File: src/verilog/ssm_pkg.sv
package ssm_pkg;

    // ----------------------------------------------------------------
    // object indices and subindices
    // ----------------------------------------------------------------
    localparam logic [15:0] OBJ_COMMAND    = 16'h4006;
    localparam logic [15:0] OBJ_STATUS     = 16'h4007;
    localparam logic [15:0] OBJ_SETUP      = 16'h4008;
    localparam logic [7:0]  SUB_ENABLE     = 8'h01;
    localparam logic [7:0]  SUB_FUNCTION   = 8'h02;
    localparam logic [7:0]  SUB_ACTIVE     = 8'h03;

    // ----------------------------------------------------------------
    // status word bit positions
    // ----------------------------------------------------------------
    localparam int BIT_LASER_ERR   = 15;
    localparam int BIT_LEVEL_ERR   = 14;
    localparam int BIT_TEMP_ERR    = 13;
    localparam int BIT_PLAUS_ERR   = 12;
    localparam int BIT_LASER_WARN  = 11;
    localparam int BIT_LEVEL_WARN  = 10;
    localparam int BIT_TEMP_WARN   = 9;
    localparam int BIT_PLAUS_WARN  = 8;
    localparam int BIT_NOT_READY   = 7;
    localparam int BIT_OUT_TWO     = 3;
    localparam int BIT_POINT_ONE   = 2;
    localparam int BIT_HEATER      = 1;
    localparam int BIT_LASER_OFF   = 0;
    localparam int CMD_LASER_OFF   = 0;

    // ----------------------------------------------------------------
    // reset values and fixed figures
    // ----------------------------------------------------------------
    localparam logic [7:0]  RST_ENABLE     = 8'h01;
    localparam logic [7:0]  RST_FUNCTION   = 8'h00;
    localparam logic [7:0]  RST_ACTIVE     = 8'h01;
    localparam logic [15:0] SPEED_HYST_MMS = 16'h0064; // 100 mm/s

    // function select codes of point one
    localparam logic [7:0] FN_DISTANCE = 8'h00;
    localparam logic [7:0] FN_VELOCITY = 8'h01;
    localparam logic [7:0] FN_SERVICE  = 8'h02;
    localparam logic [7:0] FN_LASEROFF = 8'h03;
    localparam logic [7:0] FN_PRESET   = 8'h04;

    // speed direction codes
    localparam logic [1:0] DIR_POS  = 2'h0;
    localparam logic [1:0] DIR_NEG  = 2'h1;
    localparam logic [1:0] DIR_BOTH = 2'h2;

    // ----------------------------------------------------------------
    // carriers
    // ----------------------------------------------------------------
    typedef struct packed {
        logic laserEol;
        logic levelError;
        logic tempError;
        logic plausError;
        logic laserWarn;
        logic levelWarn;
        logic tempWarn;
        logic plausWarn;
        logic hwNotReady;
        logic heaterOn;
    } ssm_cond_t;

    typedef struct packed {
        logic        read;
        logic        write;
        logic [15:0] index;
        logic [7:0]  subindex;
        logic [15:0] wrData;
    } ssm_req_t;

endpackage : ssm_pkg

File: src/verilog/ssm_status_mf.sv
`timescale 1ns/1ps
// Summary of operation
// - 16-bit status word, bit 0 least significant
// - bit 15: laser diode end of life
// - bit 14: signal attenuation too high
// - bit 13: outside temperature range
// - bit 12: no valid measurement computable
// - bit 11: laser replacement due soon
// - bit 10: attenuation at critical value
// - bit 9: internal temperature critical
// - bit 8: faulty values, extrapolated output
// - bit 7: high when not ready
// - bit 3: output two active
// - bit 2: point one active in or out
// - bit 1: heater running
// - bit 0: measuring laser switched off
// - enable 1 activates both points, default 1
// - function 0: distance threshold switching, default
// - function 1: speed limit in chosen direction
// - function 2: any enabled service warning set
// - function 3: input switches laser off
// - function 4: input triggers static preset
// - active level 0 high, 1 low, default 1
// - direction 0 positive, 1 negative, 2 both
// - speed comparison hysteresis fixed 100 mm/s
// - command bit 0 switches laser off
module ssm_status_mf
    import ssm_pkg::*;
(
    input  wire logic               clk,
    input  wire logic               rst,
    input  wire ssm_req_t           objReq,
    output logic [15:0]             objRdData,
    output logic                    objRdValid,
    output logic                    objError,
    input  wire ssm_cond_t          cond,
    input  wire logic signed [31:0] distance,
    input  wire logic signed [31:0] distThreshold,
    input  wire logic [31:0]        distHysteresis,
    input  wire logic signed [15:0] velocity,
    input  wire logic [15:0]        speedThreshold,
    input  wire logic [1:0]         speedDirection,
    input  wire logic [4:0]         serviceSelect,
    input  wire logic               pointOneIn,
    output logic                    pointOneOut,
    output logic                    pointOneDriveN,
    output logic                    outputTwo,
    output logic [15:0]             statusWord,
    output logic                    laserOff,
    output logic                    useExtrapolated,
    output logic                    presetStatic
);

    // ----------------------------------------------------------------
    // state
    // ----------------------------------------------------------------
    typedef struct packed {
        logic [15:0] status;
        logic        cmdLaserOff;
        logic [7:0]  mfEnable;
        logic [7:0]  fnSelect;
        logic [7:0]  activeLevel;
        logic        distOver;
        logic        speedOver;
        logic        inPrev;
        logic        oneOut;
        logic        oneDriveN;
        logic        twoOut;
        logic        laserOff;
        logic        extrap;
        logic        preset;
        logic [15:0] rdData;
        logic        rdValid;
        logic        err;
    } ssm_state_t;

    ssm_state_t state;
    ssm_state_t next_state;

    // ----------------------------------------------------------------
    // helpers
    // ----------------------------------------------------------------
    // physical pin level for a logical activity
    function automatic logic pinLevel(input logic act, input logic [7:0] lvl);
        pinLevel = lvl[0] ? ~act : act;
    endfunction : pinLevel

    // magnitude of a signed speed, widened to avoid overflow
    function automatic logic [16:0] speedMag(input logic signed [15:0] v);
        logic signed [16:0] w;
        w        = 17'(v);
        speedMag = w[16] ? 17'(-w) : 17'(w);
    endfunction : speedMag

    // threshold latch with a lower release point
    function automatic logic hystLatch(input logic prev,
                                       input logic above,
                                       input logic below);
        hystLatch = above ? 1'b1 : (below ? 1'b0 : prev);
    endfunction : hystLatch

    // ----------------------------------------------------------------
    // next state
    // ----------------------------------------------------------------
    always_comb begin
        logic               enabled;
        logic               inActive;
        logic               isInput;
        logic               oneAct;
        logic               distAbove;
        logic               distBelow;
        logic signed [33:0] distLow;
        logic [16:0]        spd;
        logic [16:0]        spdOn;
        logic [16:0]        spdOff;
        logic               spdAbove;
        logic               spdBelow;
        logic               service;
        logic               laserIsOff;
        logic               errAny;
        enabled    = 1'b0;
        inActive   = 1'b0;
        isInput    = 1'b0;
        oneAct     = 1'b0;
        distAbove  = 1'b0;
        distBelow  = 1'b0;
        distLow    = '0;
        spd        = '0;
        spdOn      = '0;
        spdOff     = '0;
        spdAbove   = 1'b0;
        spdBelow   = 1'b0;
        service    = 1'b0;
        laserIsOff = 1'b0;
        errAny     = 1'b0;
        next_state = state;

        // point one enable and input sampling
        enabled  = (state.mfEnable == RST_ENABLE);
        isInput  = (state.fnSelect == FN_LASEROFF) ||
                   (state.fnSelect == FN_PRESET);
        inActive = enabled && isInput &&
                   (pinLevel(pointOneIn, state.activeLevel) == 1'b1);

        // distance compare with configured hysteresis
        distLow   = 34'(distThreshold) - 34'(distHysteresis);
        distAbove = (distance > distThreshold);
        distBelow = (34'(distance) < distLow);
        next_state.distOver = hystLatch(state.distOver, distAbove, distBelow);

        // speed compare in the selected direction
        unique case (speedDirection)
            DIR_POS:  spd = velocity[15] ? 17'h00000 : 17'(velocity);
            DIR_NEG:  spd = velocity[15] ? speedMag(velocity) : 17'h00000;
            default:  spd = speedMag(velocity);
        endcase
        spdOn  = 17'(speedThreshold);
        spdOff = (spdOn > 17'(SPEED_HYST_MMS)) ?
                 spdOn - 17'(SPEED_HYST_MMS) : 17'h00000;
        spdAbove = (spd > spdOn);
        spdBelow = (spd < spdOff);
        next_state.speedOver = hystLatch(state.speedOver, spdAbove, spdBelow);

        // service warnings selected for point one
        service = (serviceSelect[0] & cond.laserWarn)  |
                  (serviceSelect[1] & cond.levelWarn)  |
                  (serviceSelect[2] & cond.tempWarn)   |
                  (serviceSelect[3] & cond.plausWarn)  |
                  (serviceSelect[4] & state.status[BIT_NOT_READY]);

        // logical activity of point one as an output
        unique case (state.fnSelect)
            FN_DISTANCE: oneAct = state.distOver;
            FN_VELOCITY: oneAct = state.speedOver;
            FN_SERVICE:  oneAct = service;
            default:     oneAct = 1'b0;
        endcase
        oneAct = oneAct && enabled && !isInput;

        // pin drive: released while point one is an input
        next_state.oneDriveN = !enabled || isInput;
        next_state.oneOut    = enabled && !isInput ?
                               pinLevel(oneAct, state.activeLevel) : 1'b0;

        // output two reports any error while enabled
        errAny = cond.laserEol | cond.levelError | cond.tempError | cond.plausError;
        next_state.twoOut = enabled && errAny;

        // laser control from command and input
        laserIsOff = state.cmdLaserOff ||
                     (inActive && state.fnSelect == FN_LASEROFF);
        next_state.laserOff = laserIsOff;
        next_state.extrap   = cond.plausWarn;

        // static preset on the activating edge of the input
        next_state.inPrev = inActive && state.fnSelect == FN_PRESET;
        next_state.preset = inActive && state.fnSelect == FN_PRESET
                            && !state.inPrev;

        // status word assembly
        next_state.status                 = 16'h0000;
        next_state.status[BIT_LASER_ERR]  = cond.laserEol;
        next_state.status[BIT_LEVEL_ERR]  = cond.levelError;
        next_state.status[BIT_TEMP_ERR]   = cond.tempError;
        next_state.status[BIT_PLAUS_ERR]  = cond.plausError;
        next_state.status[BIT_LASER_WARN] = cond.laserWarn;
        next_state.status[BIT_LEVEL_WARN] = cond.levelWarn;
        next_state.status[BIT_TEMP_WARN]  = cond.tempWarn;
        next_state.status[BIT_PLAUS_WARN] = cond.plausWarn;
        next_state.status[BIT_NOT_READY]  = cond.hwNotReady | cond.tempError
                                            | laserIsOff;
        next_state.status[BIT_OUT_TWO]    = next_state.twoOut;
        next_state.status[BIT_POINT_ONE]  = inActive | oneAct;
        next_state.status[BIT_HEATER]     = cond.heaterOn;
        next_state.status[BIT_LASER_OFF]  = laserIsOff;

        // object writes
        next_state.rdValid = 1'b0;
        next_state.err     = 1'b0;
        if (objReq.write) begin
            if (objReq.index == OBJ_COMMAND) begin
                next_state.cmdLaserOff = objReq.wrData[CMD_LASER_OFF];
            end else if (objReq.index == OBJ_SETUP &&
                         objReq.subindex == SUB_ENABLE) begin
                next_state.mfEnable = objReq.wrData[7:0];
            end else if (objReq.index == OBJ_SETUP &&
                         objReq.subindex == SUB_FUNCTION) begin
                next_state.fnSelect = objReq.wrData[7:0];
            end else if (objReq.index == OBJ_SETUP &&
                         objReq.subindex == SUB_ACTIVE) begin
                next_state.activeLevel = objReq.wrData[7:0];
            end else begin
                next_state.err = 1'b1;
            end
        end

        // object reads
        if (objReq.read) begin
            next_state.rdValid = 1'b1;
            next_state.rdData  = 16'h0000;
            if (objReq.index == OBJ_STATUS) begin
                next_state.rdData = state.status;
            end else if (objReq.index == OBJ_COMMAND) begin
                next_state.rdData = {15'h0000, state.cmdLaserOff};
            end else if (objReq.index == OBJ_SETUP &&
                         objReq.subindex == SUB_ENABLE) begin
                next_state.rdData = {8'h00, state.mfEnable};
            end else if (objReq.index == OBJ_SETUP &&
                         objReq.subindex == SUB_FUNCTION) begin
                next_state.rdData = {8'h00, state.fnSelect};
            end else if (objReq.index == OBJ_SETUP &&
                         objReq.subindex == SUB_ACTIVE) begin
                next_state.rdData = {8'h00, state.activeLevel};
            end else begin
                next_state.err = 1'b1;
            end
        end
    end

    // ----------------------------------------------------------------
    // state register
    // ----------------------------------------------------------------
    always_ff @(posedge clk) begin
        if (rst) begin
            state             <= '0;
            state.mfEnable    <= RST_ENABLE;
            state.fnSelect    <= RST_FUNCTION;
            state.activeLevel <= RST_ACTIVE;
            state.oneDriveN   <= 1'b1;
        end else begin
            state <= next_state;
        end
    end

    // ----------------------------------------------------------------
    // outputs
    // ----------------------------------------------------------------
    assign objRdData       = state.rdData;
    assign objRdValid      = state.rdValid;
    assign objError        = state.err;
    assign pointOneOut     = state.oneOut;
    assign pointOneDriveN  = state.oneDriveN;
    assign outputTwo       = state.twoOut;
    assign statusWord      = state.status;
    assign laserOff        = state.laserOff;
    assign useExtrapolated = state.extrap;
    assign presetStatic    = state.preset;

endmodule : ssm_status_mf
File: config.mk
export PLATFORM = sky130hd
export DESIGN_NAME = ssm_status_mf
export DESIGN_NICKNAME = d
export VERILOG_FILES = /design/src/verilog/ssm_pkg.sv /design/src/verilog/ssm_status_mf.sv
export SDC_FILE = /design/constraint.sdc
export NUM_CORES = 1
export LEC_CHECK = 0
export ABC_AREA = 1
export BUFFER_PORTS_ARGS = -buffer_cell sky130_fd_sc_hd__clkbuf_2
export CORE_UTILIZATION = 55
export DETAILED_ROUTE_END_ITERATION = 12
export PLACE_DENSITY = 0.88
export RECOVER_POWER = 50
export SYNTH_ARGS = -nofsm -noshare
export SYNTH_HDL_FRONTEND = slang
export SYNTH_SLANG_ARGS = --single-unit
File: constraint.sdc
create_clock -name clk -period 3.95 [get_ports clk]
set_clock_uncertainty 0.1 [all_clocks]
set_input_delay 0.395 -clock clk [delete_from_list [all_inputs] [get_ports clk]]
set_output_delay 0.395 -clock clk [all_outputs]
set_load 0.02 [all_outputs]
## Yosys cells after proc, flatten, opt, wreduce, memory -nomap -nowiden

Cells that the tools add are included.

| word-level totals | value |
|---|---|
| word-level logic and storage cells | 114 |
| register bits | 68 |
| output and inout bits | 40 |
| latch bits | 0 |
| memories kept | 0 |
| memory bits (read-only) | 0 |
| RAM bits | 0 |

| cells by class | value |
|---|---|
| equal/unequal tests | 12 |
| mux-type cells | 28 |
| $mul | 0 |
| $lt $le $gt $ge | 5 |
| shift operators | 0 |
| reductions and logical operators | 27 |
| add/sub/neg operators | 3 |
| div/mod/pow operators | 0 |
| bitwise operators | 21 |

Operator list:

| cell | number |
|---|---|
| 17-bit two-way mux | 3 |
| 16-bit by 15-bit == test with 1-bit output, second input constant | 3 |
| 32-bit by 34-bit less-than comparator with 1-bit output | 1 |
| 17-bit one-hot mux with 2 select lines | 1 |
| 32-bit by 33-bit subtractor with 34-bit output | 1 |
| 8-bit by 2-bit == test with 1-bit output, second input constant | 4 |
| 32-bit greater-than comparator | 1 |
| 8-bit two-way mux | 4 |
| 8-bit by 1-bit == test with 1-bit output, second input constant | 3 |
| 17-bit by 16-bit greater-than comparator with 1-bit output | 1 |
| 17-bit less-than comparator | 1 |
| 16-bit negation with 17-bit output | 1 |
| 16-bit by 7-bit subtractor with 17-bit output, second input constant | 1 |
| 16-bit by 7-bit greater-than comparator with 1-bit output, second input constant | 1 |
| 1-bit two-way mux | 16 |
| 16-bit two-way mux | 1 |
| 15-bit two-way mux | 1 |
| 1-bit logical AND | 12 |
| 1-bit bitwise OR | 10 |
| 8-bit by 3-bit == test with 1-bit output, second input constant | 1 |
| 8-bit logical NOT | 1 |
| 1-bit NOT | 6 |
| 1-bit bitwise AND | 5 |
| 5-bit AND reduction | 1 |
| other kinds (11) | 16 |

## Logic depth before layout (Yosys ltp)

Gate-level depths: netlist of the first run.

| depth | value |
|---|---|
| depth after elaboration | 13 |
| mapped depth | 25 |
| depth with buffers taken out | 25 |

## Least setup slack after synthesis of the first run

OpenSTA, ideal clock, no wires.

| path | value |
|---|---|
| path kind | input port to flip-flop |
| from | input distThreshold[0] |
| to | register state[26] (netlist bit) |
| buffers on the path | 0 |
| path slack | 856 ps |
| data arrival time | 2,860 ps |
| required time | 3,716 ps |
| cell stages on the path | 23 |
| cell sequence | inv_1 -> ha_1 -> inv_1 -> fa_1 -> nand3_1 -> nand2_1 -> a21oi_1 -> o21ai_0 -> nand3_1 -> nand2_1 -> xor2_1 -> ha_1 -> nand2_1 -> nor2_1 -> nand2_1 -> nor2_1 -> nand3_1 -> nand2_1 -> nor2_1 -> nand2_1 -> nand2_1 -> nand3_1 -> a21oi_1 |

| on the way | value |
|---|---|
| cells in the longest elaborated chain, start to end | 3 |
| elaborated cells on any way between the ends | 5 |
| those cells by class | add/sub (1); order compare (2); mux (1); reduce/logical (1) |

RTL lines:

| item | line | source |
|---|---|---|
| from (decl) | ssm_status_mf.sv:38 | `input wire logic signed [31:0] distThreshold,` |
| 32-bit by 33-bit subtractor with 34-bit output | ssm_status_mf.sv:146 | `distLow = 34'(distThreshold) - 34'(distHysteresis);` |
| 32-bit by 34-bit less-than comparator with 1-bit output | ssm_status_mf.sv:148 | `distBelow = (34'(distance) < distLow);` |
| 2-bit nonzero test (no line) | n/a |  |
| to (signal assigned) | ssm_status_mf.sv:271 | `state <= next_state;` |
| to (decl) | ssm_status_mf.sv:77 | `ssm_state_t state;` |

Several ways; a longest one is shown, not always the timed one.
A chain may end at the register's enable or synchronous reset.

## Worst setup path after layout of the first run

Ends and elaborated chain as after synthesis.

==> impl_results.md, run 1 <==
* Outcome: complete, no violations
* Post-CTS setup buffer count at 0
* Site Rows at 44
* Max Fclk at about 0.28 GHz
* Fill cell count at between 1000 and 1500
* Commonest non-fill, non-tap cell in the layout: nand2_1
* Fin crit share at between 80 and 90%
* Worst Tran Pin Value at roughly 1100 ps
* Via/cell ratio at 5.35
* WP data required at 4010 ps
* Yosys reg bits at 62
* Worst reg-to-reg path cell count at 6
* Kind of critical path: in -> reg
* Sequential share of the synthesized area at around 15%
* Vias in the first global route at 8588
* Worst relative slew slack at 26.7%
* Worst Hold Depth at 3
* Final WL at approximately 23000 um
* Synthesized area at around 8300 um2
* Type of the worst min-delay path: in -> reg
* Post-DRT Antenna Nets at 0
* Leakage at ~5.2 nW
* Post-synth EDFFs at 0
* Highest metal used: met4
* Initial DRC Count at 565
* Drt drc at 0
* CORE AREA at roughly 15000 um2
* H-Tree Depth at 3
* Startpoint Class: input pin
* Post-DP HPWL at 19700 um
* Inst Count DP at ~1700
* RD Place Congestion at 0.982
* Pwr Density at 250 nW/um2
* CTS Sinks at 62
* DIE AREA at 15500 um2
* Final Hold Violating Endpoints at 0
* Largest net degree at the start of global routing at 39
* Setup TNS at 0 ps
* Met3 WL at between 1500 and 2000 um
* RSZ-0062 raised after global routing: false
* Placed inst area at 9300 um2
* Top-Level Pins at 230
* Cells after Synth at 1333
* Share of layout cells above drive strength 1 at between 10 and 15%
* Final setup vio count at 0
* Crit path DAT at around 3600 ps
* Chip Height at around 120 um
* Endpoint class of the critical path: flip-flop
* Maximum VDD drop at around 0.00020 V
* Clk_lat worst skew at approximately 320 ps
* Max-capacitance violation count at 0
* CTS buffer count at 9
* Launching point of the worst reg2reg path: state[47]$_SDFFE_PP0P_
* GRT Util Overall at approximately 30%
* Post-synth ARST share at 0%
* Hold Path End: statusWord[7]$_SDFF_PP0_
* Wl on met1 at between 10000 and 15000 um
* HP Start: cond[1]
* Hold_ws at between 150 and 200 ps
* Non-Filler Instances at 1713
* Syn_area_per_cell at slightly above 6 um2
* Initial antenna violation count at 1
* Min Tclk post-route at approximately 3600 ps
* Fin area at approximately 9500 um2
* CTS tree: yes
* WL met2 at about 11000 um
* DR WL/cell at 13.5 um
* Max-slew violation count at 0
* Maximum net fanout on the critical path at 4
* R2r endpoint: pointOneOut$_SDFF_PP0_
* Area grow syn2layout at 15.6%
* Synth warnings at 0
* Hold-fix buffers, CTS at 0
* Via count at slightly above 9000
* Clock transition at path regs at around 50 ps
* Root Buffer: clkbuf_16
* Reg2Reg Setup Slack at between 2000 and 2500 ps
* Clock Tree Buf Depth at 2
* Synth cell types at 53
* Final Net Count at 1847
* Top_reg_cell synth: dfxtp_1
* TritonRoute pass-1 iters at 7
* Port Buf Inserts at between 200 and 250
* Cts repair resizes at 0
* Total grt overflow at 0
* Starting Density at 56.6%
* Die width at between 100 and 150 um
* First-pass GRT wire length at between 30000 and 40000 um
* Most frequent cells in the layout: nand2_1 (293), inv_1 (201), clkbuf_2 (180), nor2_1 (171), ha_1 (133)
[worst max-delay path, cell delays in order]
cell and delay, ps:
clkbuf_2 90, inv_1 40, ha_1 180, inv_1 90, fa_1 280, nand3_1 100, nand2_1 150, a21oi_1 140
o21ai_0 580, a21oi_1 200, xor2_1 190, ha_1 280, nand2_1 60, nor2_1 150, nand2_1 70, nor2_1 170
nand3_1 90, nand2_1 80, nor2_1 50, nand2_1 60, nand2_1 50, nand3_1 60, a21oi_1 60
[layout make-up]
class,instances,area (um2),share of cell area [%]
Clock inverter,5,33.8,0.354
Timing Repair Buffer,221,1070,11.2
Sequential cell,62,1240,13.0
Tap cell,184,230,2.41
Inverter,206,776,8.13
Multi-Input combinational cell,1023,5940,62.3
Antenna cell,1,2.50,0.0262
Clock buffer,11,253,2.65
[through the flow]
step	worst slack [ps]	util (%)	power, W
CTS	529	65.7	0.00238
floorplan	856	-	0.00135
detailed placement	195	63.8	0.00165
global placement	330	63.8	0.00162
global route	97.3	65.4	0.00256
finish	396	65.4	0.00238
[cells by family (layout without fill, tap and decap cells)]
family	after synthesis	count (layout)	share of synthesized area [%]
xor gates and xnor gates	32	32	3.40
DFF	62	62	15.0
buffers and inverters	251	443	13.1
adders and majority gates	134	134	20.4
and+or+nand+nor	623	623	32.7
AOI/OAI and AO/OA	230	230	15.3
other	1	5	0.0454
[power breakdown]
| group | internal (W) | switching, W | total [W] |
|---|---|---|---|
| Clock | 0.000457 | 0.000276 | 0.000733 |
| Sequential | 0.000643 | 0.00000898 | 0.000652 |
| Combinational | 0.000394 | 0.000606 | 0.00100 |
[cell usage after synthesis (3+ instances only)]
| master | n | area [um2] |
|---|---|---|
| nand2_1 | 293 | 1100 |
| inv_1 | 201 | 754 |
| nor2_1 | 171 | 642 |
| ha_1 | 133 | 1660 |
| a21oi_1 | 106 | 531 |
| o21ai_0 | 77 | 385 |
| nand3_1 | 65 | 325 |
| dfxtp_1 | 62 | 1240 |
| nor3_1 | 39 | 195 |
| buf_4 | 32 | 240 |
| xnor2_1 | 21 | 184 |
| nand4_1 | 19 | 119 |
| xor2_1 | 11 | 96.3 |
| nor4_1 | 8 | 50.1 |
| o21a_1 | 8 | 60.1 |
| a21o_1 | 7 | 52.6 |
| clkbuf_1 | 7 | 26.3 |
| a211oi_1 | 6 | 45.0 |
| nand3b_1 | 6 | 45.0 |
| o22ai_1 | 5 | 31.3 |
| or2_2 | 5 | 31.3 |
| a21boi_0 | 3 | 22.5 |
| buf_1 | 3 | 11.3 |
| nand2_4 | 3 | 33.8 |
| o211ai_1 | 3 | 22.5 |
| o21ai_1 | 3 | 15.0 |
| o21bai_1 | 3 | 22.5 |
[per-layer routing]
layer / vias to the layer above / GRT usage (%)
met3: 35 / 4.30
met2: 394 / 51.9
met1: 4014 / 38.0
li1: 4720 / -
met4: 0 / 7.65
met5: - / 0
[state kept, by name, indices dropped and copies added, names as in the netlist]
register,count
state,28
objRdData,16
statusWord,13
objError,1
objRdValid,1
pointOneDriveN,1
pointOneOut,1
presetStatic,1
[worst max-delay path by stage]
| stage | start | slack [ps] | cells after the start | end |
|---|---|---|---|---|
| 6_report | distThreshold[0] | 400 | 23 | state[26]$_SDFFE_PP0P_ |
| 5_1_grt | distThreshold[0] | 100 | 23 | state[26]$_SDFFE_PP0P_ |
| 4_1_cts | distThreshold[0] | 530 | 24 | state[26]$_SDFFE_PP0P_ |
| 3_5_place_dp | distThreshold[0] | 190 | 24 | state[26]$_SDFFE_PP0P_ |
| 3_3_place_gp | distThreshold[0] | 330 | 24 | state[26]$_SDFFE_PP0P_ |
| 2_1_floorplan | distThreshold[0] | 860 | 23 | state[26]$_SDFFE_PP0P_ |
Note: power is estimated with default switching activity, not from simulation.
==> inputs of run 2 (changes only) <==
Settings changed: REMOVE_ABC_BUFFERS from default to 1.
==> run 2 against run 1 <==
Register-to-register slack got worse by 20 ps. Sequential share of layout area decreased by 0.11 points. Total power grew 6.3%. Die area did not move. Combinational power about the same. Fmax increased by 4.9%. Setup slack better by 170 ps. Critical path type unchanged. Largest power group unchanged.
==> impl_results.md, run 2 (synthesized netlist as in run 1, its figures left out) <==
* Outcome: complete, no violations
* Final Net Count at 1851
* Most frequent cells in the layout: nand2_1 (293), inv_1 (201), clkbuf_2 (180), nor2_1 (171), ha_1 (133)
* Largest net degree at the start of global routing at 39
* Min Tclk post-route at around 3400 ps
* Commonest non-fill, non-tap cell in the layout: nand2_1
* Pwr Density at about 260 nW/um2
* Final Util at approximately two thirds
* Worst relative slew slack at 30.1%
* H-Tree Depth at 3
* Share of layout cells above drive strength 1 at roughly 15%
* TritonRoute pass-1 iters at 5
* Final WL at 22300 um
* Initial antenna violation count at 0
* Post-CTS setup buffer count at 0
* Reg with most FFs: state
* Area grow syn2layout at 16.6%
* Maximum VDD drop at 0.000210 V
* Worst Tran Pin Value at roughly 1000 ps
* Fin crit share at a little under nine tenths
* Max FFs per register at 28
* Final setup vio count at 0
* Clock Tree Buf Depth at 2
* Worst-path cell chain: clkbuf_2 > ha_1 > a21oi_1 > nand2_1 > a21oi_1 > o21ai_0 > nand2_1 > nand2_1 > nand2_1 > nand2_1 > nand3_1 > inv_1 > ha_1 > nand2_1 > nor2_1 > nand2_1 > nor2_1 > nand3_1 > nand2_1 > nor2_1 > nand2_1 > nand2_1 > nand3_1 > a21oi_1
* Chip Height at ~120 um
* Via count at about 9300
* Most used cell, CP: nand2_1
* Setup TNS at 0 ps
* Type of the worst min-delay path: in -> reg
* Critical path's largest stage delay at around 370 ps
* Top-Level Pins at 230
* Max Fclk at about 0.30 GHz
* Via/cell ratio at 5.44
* Cts repair resizes at 0
* # diodes at 0
* WP data required at 4010 ps
* DR WL/cell at between 10 and 15 um
* GRT Util Overall at ~29%
* Kind of critical path: in -> reg
* Final Hold Violating Endpoints at 0
* CTS Sinks at 62
* Crit path DAT at between 3000 and 4000 ps
* Max-slew violation count at 0
* Startpoint Class: input pin
* RSZ-0062 raised after global routing: false
* CTS tree: yes
* Leakage at approximately 5.3 nW
* Starting Density at ~57%
* Register area at around 1200 um2
* Root Buffer: clkbuf_16
* First-pass GRT wire length at about 38000 um
* Fin area at 9620 um2
* Drt drc at 0
* Hold-fix buffers, CTS at 0
* Multi-input gate area in the final layout at about 5900 um2
* Post-DRT Antenna Nets at 0
* Clock transition at path regs at 50 ps
* Site Rows at 44
* Delay-heaviest family, CP: simple AND/OR/NAND/NOR gates
* Vias in the first global route at around 8600
* Critical path buffer and inverter count at 2
* CORE AREA at approximately 15000 um2
* CTS buffer count at 9
* Die width at about 120 um
* Total grt overflow at 0
* Post-DP HPWL at 18700 um
* Maximum net fanout on the critical path at 5
* Endpoint class of the critical path: flip-flop
* Max-capacitance violation count at 0
* Critical-path top delay cell: ha_1
* Initial DRC Count at 766
* Fill cell count at between 1000 and 1500
* RD Place Congestion at about 1
* Port Buf Inserts at roughly 220
* DIE AREA at around 15000 um2
* Clk_lat worst skew at roughly 320 ps
* Placed inst area at 9330 um2
## run 2: path summary, 6_finish.rpt
path                                                  end  cells past startpoint                   start  slack [ps]
worst min register to register    presetStatic$_SDFF_PP0_                      1    state[24]$_SDFF_PP0_         300
worst max-delay path               state[26]$_SDFFE_PP0P_                     24        distThreshold[2]         560
worst min-delay path            statusWord[14]$_SDFF_PP0_                      3                 cond[8]         190
worst max register to register     pointOneOut$_SDFF_PP0_                      6  state[47]$_SDFFE_PP0P_        2270
## run 2: metal layers
| metal | wire [um] | track usage, % |
|---|---|---|
| met1 | 9850 | 37.6 |
| met2 | 10300 | 48.7 |
| met3 | 1680 | 3.99 |
| met4 | 543 | 7.58 |
| met5 | 0 | 0 |
## run 2: final cells by class
| cell class | count | share of cell area [%] |
|---|---|---|
| multi-input cells | 1023 | 61.7 |
| flip-flops and latches | 62 | 12.9 |
| repair buffers | 225 | 11.4 |
| inverters | 206 | 8.06 |
| well taps | 184 | 2.39 |
| clock buffers | 10 | 2.38 |
| clock inverters | 6 | 1.14 |
## run 2: tightest hold or removal path, stage by stage
cell and delay [ps]:
clkbuf_2 80, inv_1 60, nor2_1 40
## run 2: report_power, final
part | switching [W] | internal [W] | total [W]
Clock | 0.000276 | 0.000614 | 0.000891
Sequential | 0.00000845 | 0.000643 | 0.000651
Combinational | 0.000596 | 0.000398 | 0.000994
## run 2: stage by stage
| stage | total power (W) | setup slack, ps | hold slack (ps) | instances |
|---|---|---|---|---|
| finish | 0.00254 | 562 | 187 | 1716 |
| global route | 0.00270 | 231 | 190 | 1716 |
| CTS | 0.00253 | 646 | 182 | 1716 |
| detailed placement | 0.00164 | 312 | 296 | 1700 |
| global placement | 0.00161 | 406 | 287 | 1700 |
| floorplan | 0.00132 | 870 | 275 | 1291 |
==> inputs of run 3 (changes only) <==
Settings changed: RECOVER_POWER 50 to default.
==> run 3 against run 2 <==
Combinational power rose by 0.4%. Worst hold slack lost 0.57 ps. First-iteration DRC count up 3.9%. Final area grew 0.49%. Non-clock buffer count stayed put. Clock power about the same. Final cell count is the same. Count of clock-buffer cells in the layout did not move. Sequential share of layout area decreased by 0.063 points. Largest cell class unchanged. Largest power group unchanged.
==> impl_results.md, run 3 (synthesized netlist as in run 1, its figures left out) <==
* Max FFs per register at 28
* # diodes at 0
* Max-slew violation count at 0
* Wl on met1 at between 9000 and 10000 um
* DR WL/cell at between 10 and 15 um
* Maximum net fanout on the critical path at 5
* Starting Density at 56.6%
* Site Rows at 44
* Post-DRT Antenna Nets at 0
* Max-capacitance violation count at 0
* Met3 WL at 1760 um
* Maximum VDD drop at between 0.0002 and 0.00025 V
* Chip Height at 124 um
* Outcome: complete, no violations
* First-pass GRT wire length at between 30000 and 40000 um
* CORE AREA at approximately 15000 um2
* Via/cell ratio at between 5 and 6
* Worst relative slew slack at between 30% and 40%
* Post-DP HPWL at between 15000 and 20000 um
* Cts repair resizes at 0
* GRT Util Overall at 28.6%
* Fin crit share at a little under nine tenths
* Clock transition at path regs at about 50 ps
* Startpoint Class: input pin
* Share of layout cells above drive strength 1 at 17.2%
* Hold-fix buffers, CTS at 0
* CTS Sinks at 62
* Top-Level Pins at 230
* Fin area at slightly below 10000 um2
* Vias in the first global route at about 8600
* Pwr Density at around 260 nW/um2
* Final Hold Violating Endpoints at 0
* RD Place Congestion at ~1.0
* Die width at between 100 and 150 um
* Drt drc at 0
* TritonRoute pass-1 iters at 8
* Placed inst area at 9330 um2
* Type of the worst min-delay path: in -> reg
* Fill cell count at around 1300
* Initial DRC Count at about 800
* Post-CTS setup buffer count at 0
* Min Tclk post-route at between 3000 and 4000 ps
* Final Net Count at 1851
* Reg with most FFs: state
* Final setup vio count at 0
* H-Tree Depth at 3
* Area grow syn2layout at 17.2%
* Final WL at between 20000 and 25000 um
* Via count at ~9400
* Clock Tree Buf Depth at 2
* Setup TNS at 0 ps
* CTS buffer count at 9
* Worst Tran Pin Value at around 970 ps
* Port Buf Inserts at around 220
* Max Fclk at around 0.30 GHz
* WL met2 at 10300 um
* Leakage at between 5 and 6 nW
* Endpoint class of the critical path: flip-flop
* WP data required at between 4000 and 5000 ps
* Most frequent cells in the layout: nand2_1 (293), clkbuf_2 (218), inv_1 (201), nor2_1 (171), ha_1 (133)
* Clk_lat worst skew at roughly 320 ps
* Initial antenna violation count at 0
* Highest metal used: met4
* Total grt overflow at 0
* CTS tree: yes
* Kind of critical path: in -> reg
* DIE AREA at between 15000 and 20000 um2
* Largest net degree at the start of global routing at 39
* RSZ-0062 raised after global routing: false
* Root Buffer: clkbuf_16
* Commonest non-fill, non-tap cell in the layout: nand2_1
* Crit path DAT at 3450 ps
## run 3: through the flow
step                      std cells  setup slack [ps]  power (W)  utilization, %  hold slack (ps)
after global placement         1700               406    0.00161            64.0              287
after floorplan                1291               870    0.00132               -              275
final                          1716               591    0.00254            66.3              187
after detailed placement       1700               312    0.00164            64.0              296
after global routing           1716               253    0.00270            66.3              190
after CTS                      1716               646    0.00253            66.3              182
## run 3: worst paths after layout
kind,slack (ps),endpoint,depth (start not counted),start
setup / recovery,590,state[26]$_SDFFE_PP0P_,24,distThreshold[2]
hold / removal,190,statusWord[12]$_SDFF_PP0_,3,cond[6]
setup reg to reg,2310,pointOneOut$_SDFF_PP0_,6,state[47]$_SDFFE_PP0P_
hold reg to reg,300,presetStatic$_SDFF_PP0_,1,state[24]$_SDFF_PP0_
## run 3: layout make-up
class / instances / area [um2] / area share [%]
Multi-Input combinational cell: 1023 / 5940 / 61.4
Sequential cell: 62 / 1240 / 12.8
Clock inverter: 6 / 110 / 1.14
Tap cell: 184 / 230 / 2.38
Inverter: 206 / 776 / 8.02
Timing Repair Buffer: 225 / 1140 / 11.8
Clock buffer: 10 / 229 / 2.37
## run 3: per-layer routing
layer / global-route usage (%) / vias up
met4: 7.58 / 0
met3: 3.99 / 42
li1: - / 4744
met1: 37.6 / 4181
met5: 0 / -
met2: 48.7 / 392
## run 3: worst max-delay path: stages
cell      delay (ps)
clkbuf_2          90
ha_1             370
a21oi_1          170
nand2_1          150
a21oi_1          240
o21ai_0          210
nand2_1          130
nand2_1           80
nand2_1          130
nand2_1           70
nand3_1           70
inv_1             40
ha_1             330
nand2_1           80
nor2_1           170
nand2_1           90
nor2_1           190
nand3_1           90
nand2_1           70
nor2_1            50
nand2_1           60
nand2_1           40
nand3_1           60
a21oi_1           60
## run 3: report_power, final
part | switching [W] | internal [W] | total [W]
sequential | 0.00000855 | 0.000643 | 0.000651
clock | 0.000275 | 0.000614 | 0.000890
combinational | 0.000596 | 0.000402 | 0.000998
